--- src/design/clock_divider_pkg.sv ---
// Constants, field layout and state types of the system clock divider.
// How it works
// - At 5 MHz and above, oscillator phases are regenerated to equal length.
// - Prescaler chain gives enables at system clock over 2 up to over 4096.
// - System clock comes from dividing the oscillator by the register ratio.
// - Writing the ratio field changes system clock frequency while running.
// - Register loads FC on reset and hardware standby, holds in software standby.
// - Six upper register bits always read one, writes to them are dropped.
// - Ratio field 00, 01, 10, 11 divides by 2, 4, 8, 16; resets to 00.
// - The divided system clock can be driven out on its output pin.
// - Every on-chip module is paced by the divided system clock enable.
// - Software standby exit wait is counted in divided system clock cycles.
package clock_divider_pkg;

  // Register bus
  localparam int unsigned ADDR_W        = 20;
  localparam logic [19:0] DIV_CTRL_ADDR = 20'hee01b;
  localparam logic [7:0]  DIV_CTRL_RESET = 8'hfc;
  localparam logic [7:0]  READ_IDLE     = 8'h00;

  // Field layout of clock_division_control
  localparam int unsigned RATIO_POS     = 0;
  localparam int unsigned RATIO_W       = 2;
  localparam int unsigned RESERVED_POS  = 2;
  localparam logic [5:0]  RESERVED_ONES = 6'h3f;
  localparam logic [1:0]  RATIO_RESET   = DIV_CTRL_RESET[RATIO_POS +: RATIO_W];

  // Prescaler chain: stage k gives system clock over 2^(k+1)
  localparam int unsigned PRESC_STAGES = 12;

  // Oscillator rate and the threshold for duty regeneration
  localparam int unsigned OSC_FREQ_MHZ     = 40;
  localparam int unsigned DUTY_ADJ_MIN_MHZ = 5;
  localparam bit          DUTY_ADJ_ON      = (OSC_FREQ_MHZ >= DUTY_ADJ_MIN_MHZ);

  // Divider phase counter
  localparam int unsigned PHASE_W = 3;

  // Standby exit wait, in divided system clock ticks
  localparam int unsigned WAKE_W            = 16;
  localparam logic [15:0] WAKE_TICKS_DEFAULT = 16'h0800;

  // Power state of the divider
  typedef enum logic [1:0] {
    ST_RUN,
    ST_STANDBY,
    ST_WAKE
  } power_state_type;

endpackage

--- src/design/prescale_link_if.sv ---
// Interface between the divider and its prescaler chain.
`timescale 1ns/1ps
interface prescale_link_if;
  import clock_divider_pkg::*;

  logic                    sys_tick;   // One pulse per system clock period while running
  logic                    halt;       // Clears and stops the chain
  logic [PRESC_STAGES-1:0] presc_tick; // Per-stage enable pulses

  modport source (
    output sys_tick,
    output halt,
    input  presc_tick
  );

  modport chain (
    input  sys_tick,
    input  halt,
    output presc_tick
  );
endinterface

--- src/design/prescaler_chain.sv ---
// Power-of-two prescaler chain driven by the system clock enable.
`timescale 1ns/1ps
module prescaler_chain
  import clock_divider_pkg::*;
(
  // Clock and reset
  input wire logic clock,
  input wire logic nrst,
  // Link to the divider
  prescale_link_if.chain link
);

  typedef struct packed {
    logic [PRESC_STAGES-1:0] count;
    logic [PRESC_STAGES-1:0] tick;
  } chain_state_type;

  chain_state_type state_reg;
  chain_state_type state_next;
  logic [PRESC_STAGES-1:0] stage_due;

  // Stage k fires when the low k+1 count bits are all ones
  genvar k;
  generate
    for (k = 0; k < PRESC_STAGES; k++) begin : g_stage
      assign stage_due[k] = &state_reg.count[k:0];
    end
  endgenerate

  // Count system clock ticks; halting clears the chain like a module reset
  always_comb begin
    state_next      = state_reg;
    state_next.tick = '0;
    if (link.halt) begin
      state_next.count = '0;
    end else if (link.sys_tick) begin
      state_next.count = state_reg.count + 12'h001;
      state_next.tick  = stage_due;
    end
  end

  always_ff @(posedge clock) begin
    if (!nrst) begin
      state_reg <= '0;
    end else begin
      state_reg <= state_next;
    end
  end

  assign link.presc_tick = state_reg.tick;

endmodule

--- src/design/system_clock_divider.sv ---
// System clock divider: ratio register, divided clock, standby handling.
`timescale 1ns/1ps
module system_clock_divider
  import clock_divider_pkg::*;
#(
  parameter logic [15:0] wake_ticks = WAKE_TICKS_DEFAULT
) (
  // Clock and reset
  input  wire logic                    clock,
  input  wire logic                    nrst,
  // Register port
  input  wire logic [ADDR_W-1:0]       addr,
  input  wire logic [7:0]              wr_data,
  input  wire logic                    wr_en,
  input  wire logic                    rd_en,
  output logic      [7:0]              rd_data,
  // Power control
  input  wire logic                    hw_standby_n,
  input  wire logic                    sw_standby,
  output logic                         standby_active,
  // System clock pin
  input  wire logic                    phi_pin_en,
  output logic                         phi_out,
  output logic                         phi_oe,
  // Clock enables for on-chip modules
  output logic                         sys_tick,
  output logic [PRESC_STAGES-1:0]      presc_tick
);

  ////////////////////////////////////////////////////////////////////////////
  // State

  typedef struct packed {
    logic [1:0]         hw_sync;
    logic [RATIO_W-1:0] ratio_sel;
    logic [RATIO_W-1:0] ratio_act;
    logic [PHASE_W-1:0] phase_cnt;
    logic               phi;
    logic               phi_oe;
    logic               tick;
    logic               mod_tick;
    power_state_type    state;
    logic [WAKE_W-1:0]  wake_cnt;
    logic [7:0]         rd_data;
    logic               standby;
  } divider_state_type;

  divider_state_type s_reg;
  divider_state_type s_next;

  prescale_link_if link ();

  // Last oscillator cycle of a phase for a given ratio
  function automatic logic [PHASE_W-1:0] phase_end(input logic [RATIO_W-1:0] ratio);
    logic [PHASE_W:0] len;
    len       = 4'h1 << ratio;
    phase_end = PHASE_W'(len - 4'h1);
  endfunction

  logic hw_standby;
  logic phase_last;
  logic period_start;
  logic reg_hit;

  // Second stage of the pin synchroniser is the only one read
  assign hw_standby   = ~s_reg.hw_sync[1];
  assign phase_last   = (s_reg.phase_cnt == phase_end(s_reg.ratio_act));
  assign period_start = phase_last && !s_reg.phi;
  assign reg_hit      = (addr == DIV_CTRL_ADDR);

  ////////////////////////////////////////////////////////////////////////////
  // Next state

  always_comb begin
    s_next          = s_reg;
    s_next.tick     = 1'b0;
    s_next.mod_tick = 1'b0;
    s_next.rd_data  = READ_IDLE;
    s_next.hw_sync  = {s_reg.hw_sync[0], hw_standby_n};

    // Software writes only the ratio field; upper bits are dropped
    if (wr_en && reg_hit) begin
      s_next.ratio_sel = wr_data[RATIO_POS +: RATIO_W];
    end

    // Reserved bits always return ones
    if (rd_en && reg_hit) begin
      s_next.rd_data = {RESERVED_ONES, s_reg.ratio_sel};
    end

    // Each phase lasts 1, 2, 4 or 8 whole oscillator cycles, so the duty is
    // always exactly half no matter how lopsided the incoming oscillator was
    if (s_reg.state != ST_STANDBY) begin
      if (phase_last) begin
        s_next.phase_cnt = '0;
        s_next.phi       = ~s_reg.phi;
        // New ratio taken only at a period start, never mid-phase
        if (!s_reg.phi) begin
          s_next.tick      = 1'b1;
          s_next.ratio_act = s_reg.ratio_sel;
        end
      end else begin
        s_next.phase_cnt = s_reg.phase_cnt + 3'h1;
      end
    end

    // Power state sequencing
    unique case (s_reg.state)
      ST_RUN: begin
        // Stop at a rising edge so the pin parks high with no runt pulse
        if (period_start && sw_standby) begin
          s_next.state = ST_STANDBY;
          s_next.tick  = 1'b0;
        end
      end
      ST_STANDBY: begin
        if (!sw_standby) begin
          s_next.state    = ST_WAKE;
          s_next.wake_cnt = '0;
        end
      end
      ST_WAKE: begin
        // Wait scales with the ratio because it counts divided ticks
        if (s_next.tick) begin
          if (s_reg.wake_cnt == wake_ticks - 16'h0001) begin
            s_next.state = ST_RUN;
          end else begin
            s_next.wake_cnt = s_reg.wake_cnt + 16'h0001;
          end
        end
      end
    endcase

    // Modules see the divided rate only while running
    s_next.mod_tick = s_next.tick && (s_reg.state == ST_RUN)
                      && (s_next.state == ST_RUN);
    s_next.standby  = (s_next.state != ST_RUN);

    // Pin drive follows the enable; floated in hardware standby
    s_next.phi_oe = phi_pin_en;

    // Hardware standby behaves as a reset of everything but the synchroniser, read data and the standby flag, which it sets
    if (hw_standby) begin
      s_next.ratio_sel = RATIO_RESET;
      s_next.ratio_act = RATIO_RESET;
      s_next.phase_cnt = '0;
      s_next.phi       = 1'b1;
      s_next.phi_oe    = 1'b0;
      s_next.tick      = 1'b0;
      s_next.mod_tick  = 1'b0;
      s_next.state     = ST_RUN;
      s_next.wake_cnt  = '0;
      s_next.standby   = 1'b1;
    end
  end

  ////////////////////////////////////////////////////////////////////////////
  // Registers

  // Software standby leaves ratio_sel untouched; only nrst and hardware
  // standby reload it. The outside holds nrst through clock settling.
  always_ff @(posedge clock) begin
    if (!nrst) begin
      s_reg           <= '0;
      s_reg.hw_sync   <= 2'h3;
      s_reg.ratio_sel <= RATIO_RESET;
      s_reg.ratio_act <= RATIO_RESET;
      s_reg.phi       <= 1'b1;
      s_reg.state     <= ST_RUN;
    end else begin
      s_reg <= s_next;
    end
  end

  ////////////////////////////////////////////////////////////////////////////
  // Prescaler chain

  assign link.sys_tick = s_reg.mod_tick;
  assign link.halt     = s_reg.standby;

  prescaler_chain u_prescaler (
    .clock (clock),
    .nrst  (nrst),
    .link  (link.chain)
  );

  ////////////////////////////////////////////////////////////////////////////
  // Outputs

  assign rd_data        = s_reg.rd_data;
  assign standby_active = s_reg.standby;
  assign phi_out        = s_reg.phi;
  assign phi_oe         = s_reg.phi_oe;
  assign sys_tick       = s_reg.mod_tick;
  assign presc_tick     = link.presc_tick;

endmodule

--- config.mk ---
export PLATFORM = sky130hd
export DESIGN_NAME = system_clock_divider
export DESIGN_NICKNAME = d
export VERILOG_FILES = /design/src/design/clock_divider_pkg.sv /design/src/design/prescale_link_if.sv /design/src/design/prescaler_chain.sv /design/src/design/system_clock_divider.sv
export SDC_FILE = /design/constraint.sdc
export NUM_CORES = 1
export LEC_CHECK = 0
export ABC_AREA = 0
export BUFFER_PORTS_ARGS = -buffer_cell sky130_fd_sc_hd__buf_4
export CORE_UTILIZATION = 58
export CTS_BUF_LIST = sky130_fd_sc_hd__clkbuf_8 sky130_fd_sc_hd__clkbuf_16
export CTS_CLUSTER_DIAMETER = 30
export CTS_CLUSTER_SIZE = 30
export DETAILED_ROUTE_END_ITERATION = 10
export GPL_TIMING_DRIVEN = 0
export PLACE_DENSITY = 0.88
export SLEW_MARGIN = 0
export SYNTH_ARGS = -nofsm -noshare
export SYNTH_HDL_FRONTEND = slang
export SYNTH_SLANG_ARGS = --single-unit
export TNS_END_PERCENT = 10
--- constraint.sdc ---
create_clock -name clock -period 3.6 [get_ports clock]
set_input_delay 0 -clock clock [delete_from_list [all_inputs] [get_ports clock]]
set_output_delay 0 -clock clock [all_outputs]
set_load 0.01 [all_outputs]
# [Yosys cells after proc, flatten, opt, wreduce, memory -nomap -nowiden]
# Cells that the tools add are included.
[totals] word_cells=75 regBits=63
[classes] mux=15 n_bitwise=3 n_reduce_logical=29 n_addsub=4 eq_ne=9 shift=1
[op_table] cell="18-bit 2-to-1 mux" count=2
[op_table] cell="16-bit one-hot mux with 2 select lines" count=1
[op_table] cell="20-bit == test (second input constant)" count=1
[op_table] cell="16-bit by 1-bit adder with 16-bit output (second input constant)" count=1
[op_table] cell="16-bit by 11-bit == test with 1-bit output (second input constant)" count=1
[op_table] cell="16-bit 2-to-1 mux" count=1
[op_table] cell="12-bit by 1-bit adder with 12-bit output (second input constant)" count=1
[op_table] cell="12-bit AND reduction" count=1
[op_table] cell="11-bit AND reduction" count=1
[op_table] cell="10-bit AND reduction" count=1
[op_table] cell="9-bit AND reduction" count=1
[op_table] cell="8-bit 2-to-1 mux" count=1
[op_table] cell="2-bit AND reduction" count=4
[op_table] cell="4-bit AND reduction" count=2
[op_table] cell="8-bit AND reduction" count=1
[op_table] cell="7-bit AND reduction" count=1
[op_table] cell="1-bit logical AND" count=6
[op_table] cell="1-bit 2-to-1 mux" count=6
[op_table] cell="2-bit one-hot mux with 3 select lines" count=1
[op_table] cell="3-bit AND reduction" count=2
[op_table] cell="6-bit AND reduction" count=1
[op_table] cell="5-bit AND reduction" count=1
[op_table] cell="2-bit zero test" count=2
[op_table] cell="2-bit 2-to-1 mux" count=2
[op_table] cell="other kinds (14)" count=19

# [Longest topological paths before layout]
[depth] ltp_word=9 depth_mapped=8 mapped_depth_nobuf=8

# [Modules after synthesis]
# From an unflattened synthesis, not the netlist that was laid out.
[unflattened] hier_cells=321 hier_area_um2=2842.7
[modules_own_cells] module="system_clock_divider" n_inst=1 cells_each=220 area_each_um2=1856.8
[modules_own_cells] module="prescaler_chain" n_inst=1 cells_each=101 area_each_um2=985.9

# [Worst setup path after synthesis]
# OpenSTA, ideal clock, no wires.
[synth_path] path_kind="register to register" start="register s_reg[26] (netlist bit)" end="register s_reg[21] (netlist bit)" setup_ns=0.115 stages_incl_launch_ff=8 setup_slack_ns=1.651 arrival_ns=1.834 required_time_ns=3.485 path_cell_list="dfxtp_1 inv_1 ha_1 buf_6 a2111o_1 or4_1 xor2_1 nor2_2"
[synth_via] elab_chain_len=4 elab_cells_between_ends=10
[synth_rtl] element="start, declared" line="system_clock_divider.sv:48" text="divider_state_type s_reg;"
[synth_rtl] element="start signal, assigned" line="system_clock_divider.sv:171" text="s_reg <= s_next;"
[synth_rtl] element="2-bit by 1-bit inequality test with 1-bit output" line="system_clock_divider.sv:93" text="if (s_reg.state != ST_STANDBY) begin"
[synth_rtl] element="1-bit 2-to-1 mux" line="system_clock_divider.sv:93"
[synth_rtl] element="2-bit by 1-bit inequality test with 1-bit output (no source line)"
[synth_rtl] element="4-bit AND reduction (no source line)"
# Parallel ways exist; a longest one is shown, timed or not.
# A chain may end at the register's enable or synchronous reset.

# [Worst setup path after layout]
[layout_path] start="register s_reg[26] (netlist bit)" end="register s_reg[16] (netlist bit)"
# Same word-level chain as after synthesis.

==> impl_metrics.csv <==
group,metric,value,unit
sta,setup_repair_after_global_routing_missed_its_margin,"no",
cts,clock_sink_count,58,
grt,globalRouteTotalUtil,0.264,
sta,worst_pin_slew,0.563,ns
finish,antenna-diode-count,0,
cts,cts.htree.levels,3,
routing,detailroute.wirelength.met2,3190,um
sta,fin_setup_tns,0,ns
cts,postCtsHoldBufs,7,
run_status,violations_in_the_final_reports,"DRC",
worst_hold_path,timing.hold.worst.start,"wr_en",
grt,grt_start_max_net_pins,11,
synthesis,synthesis.nets,345,
grt,grt_first_pass_wirelength,10200,um
synthesis,post_synth_num_cell_types,51,
floorplan,die_area,4970,um^2
sta,hold_viol_final,0,
finish,largest_register_ffs,26,
cts,root_buffer,"clkbuf_8",
sta,post-route-min-period,2.13,ns
sta,slew_viol_final,0,
synthesis,synth-seq-cells,58,
sta,clock_skew,0.00522,ns
floorplan,die_h,70.5,um
critical_path,path_class,"reg -> reg",
finish,layout_commonest_cell,"buf_4",
routing,detail_route.wirelength.met1,2460,um
routing,initialDrtViolationCount,165,
synthesis,synth_seq_area_share,0.426,
place,dpl.hpwl,4100,um
synthesis,synth_top_area_cell,"dfxtp_1",
routing,dr.max_layer_used,"met4",
synthesis,synthArstFlopShare,0,
grt,antenna_found_initial,0,
floorplan,effective_utilization_at_floorplan,0.613,
synthesis,postSynthCellCount,301,
routing,vias,2463,
finish,stdcell_count,428,
place,port_buffers,52,
critical_path,cp_data_required_time,3.81,ns
flow_run,cap_viol_max_count,0,
routing,met3WireLength,354,um
finish,final_layout_size_suffix_gt1_frac,0.274,
cts,clock_path_buffers,2,
cts,tritoncts_buffers,9,
place,gp_routability_congestion,0.878,
floorplan,rows,24,
routing,detail_route.wirelength,6240,um
synthesis,syn-mean-instance-area,9.05,um^2
grt,overflow,0,
cts,cts.repair_timing.setup_buffer_count,0,
sta,max_freq,0.470,GHz
synthesis,synth_area,2720,um^2
critical_path,critical_path_origin,"s_reg[26]",
cts,post_cts_resized,0,
critical_path,worstSetupEndpointType,"register",
power_and_ir_drop,power_leakage,1.49,nW
worst_hold_path,worst_hold_path_type,"in -> reg",
cts,clkTransAtPathRegs,0.07,ns
cts,clock_insertion_delay_worst_skew,0.33,ns
routing,detail_route.vias_per_cell,5.75,
place,placedCellCount,405,
synthesis,synthFlopType,"dfxtp_1",
run_status,run_status,"finished with violations",
routing,route.detailed.drc,4,
synthesis,fraction_of_post_synthesis_cell_area_in_the_top_cell_type_by_area,0.426,
synthesis,synth-edff-count,0,
floorplan,floorplan.core_area,4440,um^2
sta,final_worst_path_cycle_share,0.591,
sta,relSlewSlack,0.619,
critical_path,r2r_start,"s_reg[26]",
routing,postRouteAntennaNets,0,
critical_path,worst_setup_path_start_kind,"register",
floorplan,dieWidth,70.5,um
power_and_ir_drop,p_per_area,393,nW/um^2
sta,final-setup-viol-count,0,
synthesis,yosysWarningCount,0,
critical_path,arrival_time_of_the_worst_setup_path,2.33,ns
routing,routed_wire_length_per_instance,14.6,um
power_and_ir_drop,peakVddDrop,0.297,mV
grt,grt_pass1_vias,2285,
finish,num-nets-final,415,
cts,cts_tree,"built",
routing,first_pass_iters,8,
synthesis,yosys-top-cells-area,"dfxtp_1 (43%), buf_4 (5.5%), nor2_1 (5.4%), xor2_1 (4.5%), ha_1 (4.1%)",
floorplan,boundaryPins,59,
finish,mostFrequentLayoutCells,"buf_4 (72), dfxtp_1 (58), nor2_1 (39), nand2_1 (18), and3_1 (16)",
critical_path,critical_path_fanouts_max,8,
finish,synthToLayoutAreaGrowth,26.3,%
finish,utilization,0.774,
==> per-layer routing <==
layer  vias up  GRT usage
li1       1171          -
met1      1165      0.292
met2       102      0.474
met3        25     0.0527
met4         0      0.151
met5         -          0
==> final cells by class <==
| type | count | area, um^2 |
|---|---|---|
| tap | 52 | 65.1 |
| fill | 289 | 1000 |
| sequential | 58 | 1160 |
| clock buffer | 12 | 165 |
| buffer | 27 | 203 |
| multi-input combinational | 208 | 1330 |
| inverter | 8 | 30.0 |
| clock inverter | 4 | 25.0 |
| timing repair buffer | 59 | 460 |
==> metrics by stage <==
step                cell area (um^2)  setup WS, ns  power [mW]  hold WS [ns]
global route                    3440          1.29        1.40         0.108
detailed placement              3180          1.52       0.793         0.195
CTS                             3440          1.50        1.35        0.0924
finish                          3440          1.47        1.35         0.112
global placement                3180          1.53       0.789         0.184
floorplan                       2720          1.65       0.743        0.0730
==> cells in the mapped netlist, types with 2 or more instances <==
cell	n
dfxtp_1	58
nor2_1	39
buf_4	20
nand2_1	18
and3_1	16
xor2_1	14
nand3_1	12
a21oi_1	11
nand4_1	11
ha_1	9
mux2i_1	9
and2_1	8
inv_1	8
xnor2_1	6
nand2b_1	4
nor3_1	4
a31oi_1	3
clkbuf_1	3
o21ai_0	3
o21ai_1	3
or3_1	3
a31o_2	2
and4_1	2
buf_6	2
nand3b_1	2
nor2_2	2
nor2b_1	2
nor4b_1	2
nor4bb_1	2
or4_1	2
==> worst max-delay path, stage by stage (launching register included) <==
cell	delay (ns)
dfxtp_1	0.39
inv_1	0.09
ha_1	0.21
buf_6	0.14
a211oi_2	0.45
nand3_1	0.28
o31ai_1	0.34
a21oi_1	0.10
==> logic make-up after synthesis <==
logic type,synth area share
DFF,0.426
adders and majority gates,0.0413
xor gates and xnor gates,0.0643
AOI/OAI and AO/OA,0.0767
buffers and inverters,0.0854
and+or+nand+nor,0.273
muxes,0.0331
==> path summary, 6_finish.rpt <==
check	endpoint	slack, ns	cells after the start
worst max register to register	s_reg[16]	1.47	7
worst max-delay path	s_reg[16]	1.47	7
worst min-delay path	s_reg[36]	0.11	4
worst min register to register	s_reg[39]	0.41	1
==> power breakdown <==
part | internal (mW) | leakage, nW | total (mW) | switching [mW]
clock | 0.303 | 0.0944 | 0.562 | 0.258
combinational | 0.0623 | 0.923 | 0.129 | 0.0670
sequential | 0.650 | 0.468 | 0.661 | 0.0105
total | 1.02 | 1.49 | 1.35 | 0.336
Power figures use the tool's default switching activity.
